## src/include/pcc_pkg.sv

```systemverilog
// Purpose: constants for the pll divider and calibration control registers
// Assumes: 15-bit serial-port addresses, 8-bit register data
// Notes: widths, offsets, field positions and reset values live here only
package pcc_pkg;

  // ==========================================================================
  // serial port framing
  localparam int unsigned ADDR_W = 15;
  localparam int unsigned DATA_W = 8;
  localparam int unsigned INSTR_BITS = 16;
  localparam int unsigned FRAME_BITS = 24;
  localparam int unsigned CNT_W = 5;
  localparam int unsigned RW_BIT = 15;

  // ==========================================================================
  // register offsets
  localparam logic [14:0] OFS_LOOP_FILTER_THIRD = 15'h0089;
  localparam logic [14:0] OFS_CHARGE_PUMP = 15'h008A;
  localparam logic [14:0] OFS_OUTPUT_DIVIDER = 15'h008B;
  localparam logic [14:0] OFS_REFERENCE_DIVIDER = 15'h008C;
  localparam logic [14:0] OFS_REGULATOR = 15'h008D;
  localparam logic [14:0] OFS_AVERAGED_CAL = 15'h00E2;

  // ==========================================================================
  // field positions and widths
  localparam int unsigned POS_THIRD_RES_SKIP = 7;
  localparam int unsigned POS_FIRST_RES_SKIP = 6;
  localparam int unsigned POS_SECOND_CAP_SKIP = 5;
  localparam int unsigned POS_FIRST_CAP_SKIP = 4;
  localparam int unsigned FILTER_WORD_W = 4;
  localparam int unsigned PUMP_W = 6;
  localparam int unsigned OSC_SEL_W = 2;
  localparam int unsigned REF_SEL_W = 3;
  localparam int unsigned POS_CAL_TRIGGER = 1;
  localparam int unsigned POS_CAL_ALLOW = 0;
  localparam int unsigned RATIO_W = 5;

  // ==========================================================================
  // reset values
  localparam logic [3:0] RST_THIRD_RES_VALUE = 4'h8;
  localparam logic [5:0] RST_PUMP_CURRENT = 6'h20;
  localparam logic [1:0] RST_OSC_SELECT = 2'h2;
  localparam logic [2:0] RST_REF_SELECT = 3'h1;
  localparam logic [7:0] RST_REGULATOR = 8'h2B;

  // ==========================================================================
  // divide ratio encodings
  localparam logic [1:0] OSC_SEL_DIV4 = 2'h1;
  localparam logic [1:0] OSC_SEL_DIV8 = 2'h2;
  localparam logic [1:0] OSC_SEL_DIV16 = 2'h3;
  localparam logic [2:0] REF_SEL_DIV1 = 3'h0;
  localparam logic [2:0] REF_SEL_DIV2 = 3'h1;
  localparam logic [2:0] REF_SEL_DIV4 = 3'h2;
  localparam logic [2:0] REF_SEL_DIV8 = 3'h3;
  localparam logic [4:0] RATIO_1 = 5'h01;
  localparam logic [4:0] RATIO_2 = 5'h02;
  localparam logic [4:0] RATIO_4 = 5'h04;
  localparam logic [4:0] RATIO_8 = 5'h08;
  localparam logic [4:0] RATIO_16 = 5'h10;

endpackage : pcc_pkg

```

## src/include/pcc_div_if.sv

```systemverilog
// Purpose: carrier between the register bank and a rate divider
// Assumes: ratio is held steady by the register bank between writes
// Notes: tick is a one-cycle enable at clock divided by ratio
`timescale 1ns/1ps
`default_nettype none
interface pcc_div_if #(
  parameter int unsigned RW = 5
);
  logic [RW-1:0] ratio;
  logic tick;
  modport ctrl (output ratio, input tick);
  modport div (input ratio, output tick);
endinterface : pcc_div_if
`default_nettype wire

```

## src/logic/pcc_cal_trig.sv

```systemverilog
// Purpose: averaged calibration start on a rising edge of the trigger bit
// Assumes: trigger and allow come straight from register flip-flops
// Notes: an edge seen while calibration is not allowed is dropped
`timescale 1ns/1ps
`default_nettype none
module pcc_cal_trig (
  input wire logic clock,
  input wire logic resetn,
  input wire logic trigger,
  input wire logic allow,
  output logic start,
  output logic apply
);
  logic trig_prev_q;
  logic start_q;
  logic apply_q;
  logic rise;

  // ==========================================================================
  // edge detect
  assign rise = trigger & ~trig_prev_q;

  always_ff @(posedge clock or negedge resetn)
  begin
    if (!resetn)
    begin
      trig_prev_q <= 1'b0;
      start_q <= 1'b0;
      apply_q <= 1'b0;
    end
    else
    begin
      trig_prev_q <= trigger;
      start_q <= rise & allow;
      apply_q <= allow;
    end
  end

  assign start = start_q;
  assign apply = apply_q;
endmodule // pcc_cal_trig
`default_nettype wire

```

## src/logic/pcc_divider.sv

```systemverilog
// Purpose: rate divider producing a one-cycle enable every ratio cycles
// Assumes: ratio of zero is treated as one
// Notes: a shrinking ratio wraps the count at once, no long stall
`timescale 1ns/1ps
`default_nettype none
module pcc_divider #(
  parameter int unsigned RW = 5
) (
  input wire logic clock,
  input wire logic resetn,
  pcc_div_if.div dv
);
  logic [RW-1:0] cnt_q;
  logic [RW-1:0] cnt_d;
  logic tick_q;
  logic wrap;
  logic [RW-1:0] last;

  // ==========================================================================
  // count and wrap
  assign last = (dv.ratio == '0) ? '0 : dv.ratio - RW'(1);
  assign wrap = (cnt_q >= last);
  assign cnt_d = wrap ? '0 : cnt_q + RW'(1);

  always_ff @(posedge clock or negedge resetn)
  begin
    if (!resetn)
    begin
      cnt_q <= '0;
      tick_q <= 1'b0;
    end
    else
    begin
      cnt_q <= cnt_d;
      tick_q <= wrap;
    end
  end

  assign dv.tick = tick_q;
endmodule // pcc_divider
`default_nettype wire

```

## src/logic/pcc_regs.sv

```systemverilog
// Purpose: pll divider, loop filter and averaged calibration registers
// Assumes: serial port pins are synchronous to clock, clock well above sclk
// Notes: one byte per frame, 16-bit instruction then 8 data bits, msb first
//
// Summary of operation
// output select code divides oscillator by 4/8/16
// reference select code divides input 1..16
// software keeps pll reference 35 to 80 MHz
// software keeps oscillator between 6 and 12 GHz
// skip bit bypasses filter element when word zero
// third resistor word resets to 8
// pump current field resets to 0x20
// software writes regulator value 0x7B
// trigger rising edge starts averaged calibration
// software sets allow before raising trigger
// allow bit permits calibration and applies results
// reserved bits read zero, writes ignored
`timescale 1ns/1ps
`default_nettype none
module pcc_regs (
  input wire logic clock,
  input wire logic resetn,
  input wire logic spi_clk,
  input wire logic spi_cs_n,
  input wire logic spi_sdi,
  output logic spi_sdo,
  output logic spi_sdo_oe,
  input wire logic [pcc_pkg::FILTER_WORD_W-1:0] filter_first_res_word,
  input wire logic [pcc_pkg::FILTER_WORD_W-1:0] filter_second_cap_word,
  input wire logic [pcc_pkg::FILTER_WORD_W-1:0] filter_first_cap_word,
  output logic [pcc_pkg::FILTER_WORD_W-1:0] filter_third_res_value,
  output logic filter_third_res_bypass,
  output logic filter_first_res_bypass,
  output logic filter_second_cap_bypass,
  output logic filter_first_cap_bypass,
  output logic [pcc_pkg::PUMP_W-1:0] pump_current_value,
  output logic [pcc_pkg::OSC_SEL_W-1:0] oscillator_divide_select,
  output logic [pcc_pkg::REF_SEL_W-1:0] reference_divide_select,
  output logic [pcc_pkg::DATA_W-1:0] regulator_value,
  output logic conv_clk_en,
  output logic ref_clk_en,
  output logic averaged_cal_start,
  output logic averaged_cal_apply
);
  import pcc_pkg::*;

  // ==========================================================================
  // serial port front end
  logic sclk_q;
  logic [CNT_W-1:0] cnt_q;
  logic [FRAME_BITS-1:0] shift_q;
  logic rd_q;
  logic [ADDR_W-1:0] addr_q;
  logic [DATA_W-1:0] rd_sh_q;
  logic sdo_q;
  logic sdo_oe_q;
  logic sclk_rise;
  logic sclk_fall;
  logic [FRAME_BITS-1:0] shift_d;
  logic instr_done;
  logic wr_fire;
  logic [DATA_W-1:0] wdata;
  logic rd_phase;
  logic first_out;

  assign sclk_rise = ~spi_cs_n & spi_clk & ~sclk_q;
  assign sclk_fall = ~spi_cs_n & ~spi_clk & sclk_q;
  assign shift_d = {shift_q[FRAME_BITS-2:0], spi_sdi};
  assign instr_done = sclk_rise & (cnt_q == CNT_W'(INSTR_BITS - 1));
  assign wr_fire = sclk_rise & ~rd_q & (cnt_q == CNT_W'(FRAME_BITS - 1));
  assign wdata = shift_d[DATA_W-1:0];
  assign rd_phase = rd_q & (cnt_q >= CNT_W'(INSTR_BITS));
  assign first_out = sclk_fall & rd_q & (cnt_q == CNT_W'(INSTR_BITS));

  // bits beyond one frame are ignored; the count saturates until cs rises
  always_ff @(posedge clock or negedge resetn)
  begin
    if (!resetn)
    begin
      sclk_q <= 1'b0;
      cnt_q <= '0;
      shift_q <= '0;
    end
    else
    begin
      sclk_q <= spi_clk;
      if (spi_cs_n)
        cnt_q <= '0;
      else if (sclk_rise && cnt_q != CNT_W'(FRAME_BITS))
      begin
        cnt_q <= cnt_q + CNT_W'(1);
        shift_q <= shift_d;
      end
    end
  end

  always_ff @(posedge clock or negedge resetn)
  begin
    if (!resetn)
    begin
      rd_q <= 1'b0;
      addr_q <= '0;
    end
    else if (spi_cs_n)
      rd_q <= 1'b0;
    else if (instr_done)
    begin
      rd_q <= shift_d[RW_BIT];
      addr_q <= shift_d[ADDR_W-1:0];
    end
  end

  // ==========================================================================
  // register storage
  logic [3:0] skip_q;
  logic [FILTER_WORD_W-1:0] third_word_q;
  logic [PUMP_W-1:0] pump_q;
  logic [OSC_SEL_W-1:0] osc_sel_q;
  logic [REF_SEL_W-1:0] ref_sel_q;
  logic [DATA_W-1:0] reg_val_q;
  logic cal_trig_q;
  logic cal_allow_q;
  logic hit_lf;
  logic hit_cp;
  logic hit_od;
  logic hit_rd;
  logic hit_ldo;
  logic hit_cal;

  assign hit_lf = (addr_q == OFS_LOOP_FILTER_THIRD);
  assign hit_cp = (addr_q == OFS_CHARGE_PUMP);
  assign hit_od = (addr_q == OFS_OUTPUT_DIVIDER);
  assign hit_rd = (addr_q == OFS_REFERENCE_DIVIDER);
  assign hit_ldo = (addr_q == OFS_REGULATOR);
  assign hit_cal = (addr_q == OFS_AVERAGED_CAL);

  always_ff @(posedge clock or negedge resetn)
  begin
    if (!resetn)
    begin
      skip_q <= 4'h0;
      third_word_q <= RST_THIRD_RES_VALUE;
    end
    else if (wr_fire && hit_lf)
    begin
      skip_q <= wdata[POS_THIRD_RES_SKIP:POS_FIRST_CAP_SKIP];
      third_word_q <= wdata[FILTER_WORD_W-1:0];
    end
  end

  // only field bits are stored, so reserved bits drop written values
  always_ff @(posedge clock or negedge resetn)
  begin
    if (!resetn)
      pump_q <= RST_PUMP_CURRENT;
    else if (wr_fire && hit_cp)
      pump_q <= wdata[PUMP_W-1:0];
  end

  always_ff @(posedge clock or negedge resetn)
  begin
    if (!resetn)
      osc_sel_q <= RST_OSC_SELECT;
    else if (wr_fire && hit_od)
      osc_sel_q <= wdata[OSC_SEL_W-1:0];
  end

  always_ff @(posedge clock or negedge resetn)
  begin
    if (!resetn)
      ref_sel_q <= RST_REF_SELECT;
    else if (wr_fire && hit_rd)
      ref_sel_q <= wdata[REF_SEL_W-1:0];
  end

  // reset value is not the operating value; software must rewrite it
  always_ff @(posedge clock or negedge resetn)
  begin
    if (!resetn)
      reg_val_q <= RST_REGULATOR;
    else if (wr_fire && hit_ldo)
      reg_val_q <= wdata;
  end

  always_ff @(posedge clock or negedge resetn)
  begin
    if (!resetn)
    begin
      cal_trig_q <= 1'b0;
      cal_allow_q <= 1'b0;
    end
    else if (wr_fire && hit_cal)
    begin
      cal_trig_q <= wdata[POS_CAL_TRIGGER];
      cal_allow_q <= wdata[POS_CAL_ALLOW];
    end
  end

  // ==========================================================================
  // read back
  logic [DATA_W-1:0] rdata;
  logic [DATA_W-1:0] rd_lf;
  logic [DATA_W-1:0] rd_cp;
  logic [DATA_W-1:0] rd_od;
  logic [DATA_W-1:0] rd_rd;
  logic [DATA_W-1:0] rd_cal;

  assign rd_lf = {skip_q, third_word_q};
  assign rd_cp = {2'h0, pump_q};
  assign rd_od = {6'h00, osc_sel_q};
  assign rd_rd = {5'h00, ref_sel_q};
  assign rd_cal = {6'h00, cal_trig_q, cal_allow_q};
  assign rdata = hit_lf ? rd_lf :
                 hit_cp ? rd_cp :
                 hit_od ? rd_od :
                 hit_rd ? rd_rd :
                 hit_ldo ? reg_val_q :
                 hit_cal ? rd_cal : 8'h00;

  // data is shifted out on falling sclk so the host samples on rising
  always_ff @(posedge clock or negedge resetn)
  begin
    if (!resetn)
    begin
      rd_sh_q <= '0;
      sdo_q <= 1'b0;
      sdo_oe_q <= 1'b0;
    end
    else
    begin
      sdo_oe_q <= ~spi_cs_n & rd_phase;
      if (first_out)
      begin
        sdo_q <= rdata[DATA_W-1];
        rd_sh_q <= {rdata[DATA_W-2:0], 1'b0};
      end
      else if (sclk_fall && rd_phase)
      begin
        sdo_q <= rd_sh_q[DATA_W-1];
        rd_sh_q <= {rd_sh_q[DATA_W-2:0], 1'b0};
      end
    end
  end

  // ==========================================================================
  // loop filter bypass decode
  logic [3:0] byp_q;
  logic [3:0] byp_d;

  assign byp_d[3] = skip_q[3] & (third_word_q == 4'h0);
  assign byp_d[2] = skip_q[2] & (filter_first_res_word == 4'h0);
  assign byp_d[1] = skip_q[1] & (filter_second_cap_word == 4'h0);
  assign byp_d[0] = skip_q[0] & (filter_first_cap_word == 4'h0);

  always_ff @(posedge clock or negedge resetn)
  begin
    if (!resetn)
      byp_q <= 4'h0;
    else
      byp_q <= byp_d;
  end

  // ==========================================================================
  // divide ratio decode and rate dividers
  logic [RATIO_W-1:0] osc_ratio;
  logic [RATIO_W-1:0] ref_ratio;

  // code 00 is undefined; it is held at the lowest ratio rather than stall
  assign osc_ratio = (osc_sel_q == OSC_SEL_DIV8) ? RATIO_8 :
                     (osc_sel_q == OSC_SEL_DIV16) ? RATIO_16 :
                     RATIO_4;
  // codes above 100 are undefined and held at the largest ratio
  assign ref_ratio = (ref_sel_q == REF_SEL_DIV1) ? RATIO_1 :
                     (ref_sel_q == REF_SEL_DIV2) ? RATIO_2 :
                     (ref_sel_q == REF_SEL_DIV4) ? RATIO_4 :
                     (ref_sel_q == REF_SEL_DIV8) ? RATIO_8 :
                     RATIO_16;

  pcc_div_if #(.RW(RATIO_W)) osc_if ();
  pcc_div_if #(.RW(RATIO_W)) ref_if ();

  assign osc_if.ratio = osc_ratio;
  assign ref_if.ratio = ref_ratio;

  pcc_divider #(.RW(RATIO_W)) u_osc_div (
    .clock(clock),
    .resetn(resetn),
    .dv(osc_if)
  );

  pcc_divider #(.RW(RATIO_W)) u_ref_div (
    .clock(clock),
    .resetn(resetn),
    .dv(ref_if)
  );

  // ==========================================================================
  // averaged calibration
  pcc_cal_trig u_cal (
    .clock(clock),
    .resetn(resetn),
    .trigger(cal_trig_q),
    .allow(cal_allow_q),
    .start(averaged_cal_start),
    .apply(averaged_cal_apply)
  );

  // ==========================================================================
  // outputs
  assign spi_sdo = sdo_q;
  assign spi_sdo_oe = sdo_oe_q;
  assign filter_third_res_value = third_word_q;
  assign filter_third_res_bypass = byp_q[3];
  assign filter_first_res_bypass = byp_q[2];
  assign filter_second_cap_bypass = byp_q[1];
  assign filter_first_cap_bypass = byp_q[0];
  assign pump_current_value = pump_q;
  assign oscillator_divide_select = osc_sel_q;
  assign reference_divide_select = ref_sel_q;
  assign regulator_value = reg_val_q;
  assign conv_clk_en = osc_if.tick;
  assign ref_clk_en = ref_if.tick;
endmodule // pcc_regs
`default_nettype wire

```

## config.mk

```make
export PLATFORM = sky130hd
export DESIGN_NAME = pcc_regs
export DESIGN_NICKNAME = d
export VERILOG_FILES = /design/src/include/pcc_pkg.sv /design/src/include/pcc_div_if.sv /design/src/logic/pcc_cal_trig.sv /design/src/logic/pcc_divider.sv /design/src/logic/pcc_regs.sv
export SDC_FILE = /design/constraint.sdc
export NUM_CORES = 1
export LEC_CHECK = 0
export CORE_ASPECT_RATIO = 1.2
export CORE_MARGIN = 4
export CORE_UTILIZATION = 45
export CTS_BUF_LIST = sky130_fd_sc_hd__clkbuf_8
export CTS_CLUSTER_DIAMETER = 100
export DETAILED_ROUTE_END_ITERATION = 6
export DONT_BUFFER_PORTS = 1
export PLACE_DENSITY = 0.65
export SLEW_MARGIN = 25
export SYNTH_ARGS = -nofsm -noshare
export SYNTH_HDL_FRONTEND = slang
export SYNTH_SLANG_ARGS = --single-unit
```

## constraint.sdc

```tcl
create_clock -name clock -period 3.4 [get_ports clock]
set_input_delay 0 -clock clock [delete_from_list [all_inputs] [get_ports clock]]
set_output_delay 0 -clock clock [all_outputs]
set_load 0.005 [all_outputs]
```

# After elaboration in Yosys (flattened, before gate mapping)
# Index checks and enable logic that the tools add are counted.
# W data, S select, Z words.
classes:
  add_sub_neg: 5
  order_cmp: 3
  n_eq_ne: 15
  mux: 24
  bitwise: 22
  n_reduce_logical: 20
ops:
  columns: ["op", "n"]
  rows:
  - ["$eq A15 B8 Y1 const B", 6]
  - ["$mux W5", 12]
  - ["$mux W8", 7]
  - ["$and A1 B1 Y1", 17]
  - ["$logic_not A4 Y1", 4]
  - ["$add A5 B1 Y5 const B", 3]
  - ["$eq A5 B5 Y1 const B", 2]
  - ["$ge A5 B5 Y1", 2]
  - ["$logic_not A5 Y1", 2]
  - ["$sub A5 B1 Y5 const B", 2]
  - ["$logic_and A1 B1 Y1", 8]
  - ["$eq A3 B2 Y1 const B", 2]
  - ["$reduce_bool A2 Y1", 3]
  - ["$eq A5 B4 Y1 const B", 1]
  - ["$ge A5 B5 Y1 const B", 1]
  - ["$ne A5 B5 Y1 const B", 1]
  - ["$not A1 Y1", 5]
  - ["$eq A2 B2 Y1 const B", 2]
  - ["$mux W1", 4]
  - ["$reduce_and A2 Y1", 2]
  - ["$eq A3 B1 Y1 const B", 1]
  - ["$logic_not A3 Y1", 1]
  - ["$mux W2", 1]
totals:
  register_bits: 95
  in_bits: 17
  word_cells: 113

# Depth between registers and ports, before layout
logic_depth:
  word_depth: 9
  ltp_mapped: 9

# Hierarchy
# From an unflattened synthesis, not the netlist that was laid out.
unflattened:
  hier_cells: 404
  hier_area_um2: 4652.0
modules_own_cells:
  columns: ["module", "n_inst", "cells_per_inst", "area_each_um2", "seq_area_each_um2"]
  rows:
  - ["pcc_regs", 1, 304, 3629.7, 1986.9]
  - ["pcc_divider", 2, 48, 469.2, 150.1]
  - ["pcc_cal_trig", 1, 4, 83.8, 75.1]

# Least setup slack after synthesis
# No wires, ideal clock.
synth_path:
  path_kind: "reg-to-reg"
  start: "register addr_q[10]"
  end: "register ref_sel_q[1], in the netlist reference_divide_select[1]"
  setup_ns: 0.125
  arrival_time_ns: 2.245
  t_required_ns: 3.275
  setup_slack_ns: 1.030
  stages_incl_launch_ff: 5
  path_buffers: 0
  period_less_slack_ns: 2.370
  path_cell_list: "dfrtp_1 or4_4 or4_4 or4b_4 mux2_4"
synth_between:
  elab_chain_cells: 2
synth_rtl:
  columns: ["item", "line", "text"]
  rows:
  - ["start: declaration", "pcc_regs.sv:53", "logic [ADDR_W-1:0] addr_q;"]
  - ["start signal: assignment", "pcc_regs.sv:109", "addr_q <= shift_d[ADDR_W-1:0];"]
  - ["$eq A15 B8 Y1", "pcc_regs.sv:133", "assign hit_rd = (addr_q == OFS_REFERENCE_DIVIDER);"]
  - ["$logic_and A1 B1 Y1", "pcc_regs.sv:172", "else if (wr_fire && hit_rd)"]
  - ["end signal: assignment", "pcc_regs.sv:173", "ref_sel_q <= wdata[REF_SEL_W-1:0];"]
  - ["end: declaration", "pcc_regs.sv:119", "logic [REF_SEL_W-1:0] ref_sel_q;"]
# No other way between the ends.
# A chain may end at the register's enable or synchronous reset.

# Worst setup path after layout
layout_path:
  start: "register addr_q[10]"
  end: "register reg_val_q[2], in the netlist regulator_value[2]"
layout_between:
  elab_chain_cells: 2
layout_rtl:
  columns: ["item", "line", "text"]
  rows:
  - ["$eq A15 B8 Y1", "pcc_regs.sv:134", "assign hit_ldo = (addr_q == OFS_REGULATOR);"]
  - ["$logic_and A1 B1 Y1", "pcc_regs.sv:181", "else if (wr_fire && hit_ldo)"]
  - ["end signal: assignment", "pcc_regs.sv:182", "reg_val_q <= wdata;"]
  - ["end: declaration", "pcc_regs.sv:120", "logic [DATA_W-1:0] reg_val_q;"]
# No other way between the ends.

==> flow_summary_export.csv <==
group,metric,value,unit
yosys,synth_area,4417,µm²
yosys,synth_area_leaders,"dfrtp_1 49%, mux2_2 7.9%, nand2_1 5.4%",
placed_design,io_buffers,0,
yosys,syn_area_per_cell,11.44,µm²
yosys,ys_warn_count,0,
floorplanning,dieArea,11470,µm²
worst_setup_path,crit_type,"reg -> reg",
floorplanning,core_area,9564,µm²
drt,finalWirelength,9113,µm
clocking,htreeDepth,3,
grt,grt_max_degree,95,
placed_design,place_congestion,0.8957,
drt,drt_drc_violations_left,0,
grt,grt_pass1_wl,15200,µm
finish,diodes,0,
floorplanning,num_rows,39,
worst_setup_path,critPathMaxFanout,8,
sta,timing.slew.headroom,0.4415,
sta,hold_viol_final,0,
grt,grt-busiest-layer,"met2",
yosys,synth_flop_cell,"dfrtp_1",
power,leakagePower,2.342,nW
floorplanning,die_w,98.44,µm
hold_path,min_path_type,"in -> reg",
clocking,clockBufferDepth,2,
grt,grt_pass1_vias,2942,
clocking,cts.sinks,94,
drt,drt_iter0_markers,144,
grt,gr-usage-met3,0.04600,
finish,finalInstanceArea,4845,µm²
grt,antenna_found_initial,0,
power,power_density,469.8,nW/µm²
sta,setup_viol,0,
power,totalPowerFinal,2.276,mW
sta,period_share,0.8158,
yosys,synth-edff-count,0,
power,vdd_drop_max,190.4,µV
drt,dr.pass1.iters,4,
clocking,clockRootBuffer,"clkbuf_8",
yosys,ys_seq_area_frac,0.5348,
sta,rsz0062_at_grt,"false",
drt,dr_total_vias,2888,
finish,drive_gt1_frac,0.1891,
clocking,postCtsSetupBuffers,0,
worst_setup_path,worstSetupEndpointType,"register",
yosys,synth_cells,386,
grt,grt_usage,0.1687,
sta,slew_viol_final,0,
floorplanning,initial_utilization,0.4618,
worst_setup_path,cp.required,3.64,ns
sta,fin_skew,0.008031,ns
clocking,cts_tree,"built",
yosys,ys_seq_elements,94,
sta,tns,0,ns
sta,period_minus_slack,2.774,ns
placed_design,dpl.cell_count,498,
clocking,clkTransAtPathRegs,0.09,ns
grt,met2_usage,0.2774,
finish,finalNetCount,429,
grt,grtUsageMet1,0.2058,
worst_setup_path,cp.arrival,3.01,ns
floorplanning,num_io_pins,50,
finish,syn_to_final_growth,9.688,%
clocking,clk_latency,0.35,ns
status,status,"completed",
yosys,ys_types,55,
worst_setup_path,crit_path_start_kind,"register",
yosys,yosysTopAreaCellShare,0.4873,
flow_run,cap_violations,0,
sta,tightest_slew,0.8378,ns
drt,vias_per_cell,5.501,
drt,drt.antenna.violating_nets,0,
sta,max_freq,360.5,MHz
placed_design,place_hpwl,6488,µm
yosys,async_flop_share,1.000,
floorplanning,die_height,116.5,µm
finish,stdcell_count,525,
clocking,cts_buffers,9,
grt,overflow,0,
drt,wl_per_cell,17.36,µm
yosys,synth_top_area_cell,"dfrtp_1",
placed_design,place_area,4524,µm²
[power breakdown]
part / switching, mW / total (mW) / internal (mW)
combinational: 0.147 / 0.275 / 0.129
clock: 0.370 / 0.722 / 0.353
sequential: 0.0867 / 1.28 / 1.19
[critical path, cell delays in order, from the launching register on]
cell and delay, ns:
dfrtp_1 0.39, or4_4 0.56, or4_1 0.75, nor2_8 0.23, nand2b_1 0.33, mux2_4 0.40
[per-layer routing]
metal	wire, µm	vias up
li1	-	1383
met1	3857	1422
met2	4406	63
met3	490	20
met4	359	0
met5	0	-
[synth_stat cells, types with 4 or more instances]
| cell type | number |
|---|---|
| dfrtp_1 | 86 |
| a22oi_1 | 6 |
| ha_1 | 15 |
| nor2_1 | 11 |
| nand3_1 | 5 |
| nand4_1 | 4 |
| xor2_1 | 4 |
| mux2_4 | 11 |
| a21oi_1 | 9 |
| or3_1 | 9 |
| inv_1 | 13 |
| a211oi_1 | 5 |
| dfstp_2 | 8 |
| nor2b_1 | 4 |
| nand2b_1 | 6 |
| nor4_1 | 4 |
| and2_1 | 5 |
| nand2_1 | 64 |
| o211ai_1 | 7 |
| clkbuf_1 | 10 |
| o21ai_0 | 6 |
| mux2_2 | 31 |
| a21o_1 | 8 |
| nor3_1 | 7 |
[final cells by class]
class | count | area, µm²
multi-input combinational | 266 | 1944
tap | 123 | 153.9
inverter | 13 | 48.80
clock buffer | 10 | 137.6
sequential | 94 | 2362
timing repair buffer | 13 | 142.6
clock inverter | 6 | 55.05
fill | 866 | 4720
[cells in the final DEF (no fill, tap or decap), types with 7 or more instances in the layout]
cell,netlist,final
a21o_1,8,8
dfrtp_1,86,86
mux2_2,31,31
nor3_1,7,7
or3_1,9,9
a21oi_1,9,9
nor2_1,11,11
ha_1,15,15
mux2_4,11,11
o211ai_1,7,7
dlygate4sd3_1,0,10
inv_1,13,15
nand2_1,64,64
dfstp_2,8,8
clkbuf_8,0,10
[path summary, 6_finish.rpt]
kind,depth (start not counted),endpoint,slack (ns),from
max in group asynchronous,2,filter_third_res_value[3]$_DFFE_PN1P_,2.79,resetn
setup reg to reg,5,regulator_value[2]$_DFFE_PN0P_,0.63,addr_q[10]$_DFFE_PN0P_
min in group asynchronous,2,u_osc_div.cnt_q[4]$_DFF_PN0_,0.19,resetn
setup / recovery,5,regulator_value[2]$_DFFE_PN0P_,0.63,addr_q[10]$_DFFE_PN0P_
hold reg to reg,1,u_cal.start$_DFF_PN0_,0.41,u_cal.trig_prev_q$_DFF_PN0_
hold / removal,4,rd_sh_q[7]$_DFFE_PN0P_,0.05,spi_clk
[per-stage QoR]
stage / utilization / hold WS, ns / worst slack [ns]
after floorplan: - / -0.2956 / 1.030
after global placement: 0.4731 / -0.2921 / 0.7088
after detailed placement: 0.4731 / -0.2920 / 0.6363
after CTS: 0.5065 / 0.02736 / 0.6240
after global routing: 0.5065 / 0.04350 / 0.5438
final: 0.5065 / 0.04652 / 0.6261
[cells by family (layout without fill, tap and decap cells)]
| family | count (synthesis) | in the layout | share of synthesized area |
|---|---|---|---|
| buf+inv | 27 | 42 | 0.02578 |
| fa+ha+maj | 15 | 15 | 0.04249 |
| compound gates | 51 | 51 | 0.07961 |
| mux | 45 | 45 | 0.1238 |
| flops | 94 | 94 | 0.5348 |
| xor+xnor | 7 | 7 | 0.01388 |
| simple gates | 145 | 145 | 0.1779 |
| other cells | 2 | 3 | 0.001700 |
[what timing repair did]
action                                 in CTS  in global routing
setup endpoints to repair                   0                  0
hold buffers                               11                  0
endpoints found under the hold margin     113                  0
resized for setup                           0                  0
[state kept, by name, indices dropped and copies added (netlist names), 2 cells and up]
| register | cells |
|---|---|
| addr_q | 15 |
| u_ref_div.cnt_q | 5 |
| rd_sh_q | 7 |
| filter_third_res_value | 4 |
| oscillator_divide_select | 2 |
| byp_q | 4 |
| pump_current_value | 6 |
| cnt_q | 5 |
| skip_q | 4 |
| u_osc_div.cnt_q | 5 |
| reference_divide_select | 3 |
| shift_q | 15 |
| regulator_value | 8 |
(Power assumes the default switching activity.)
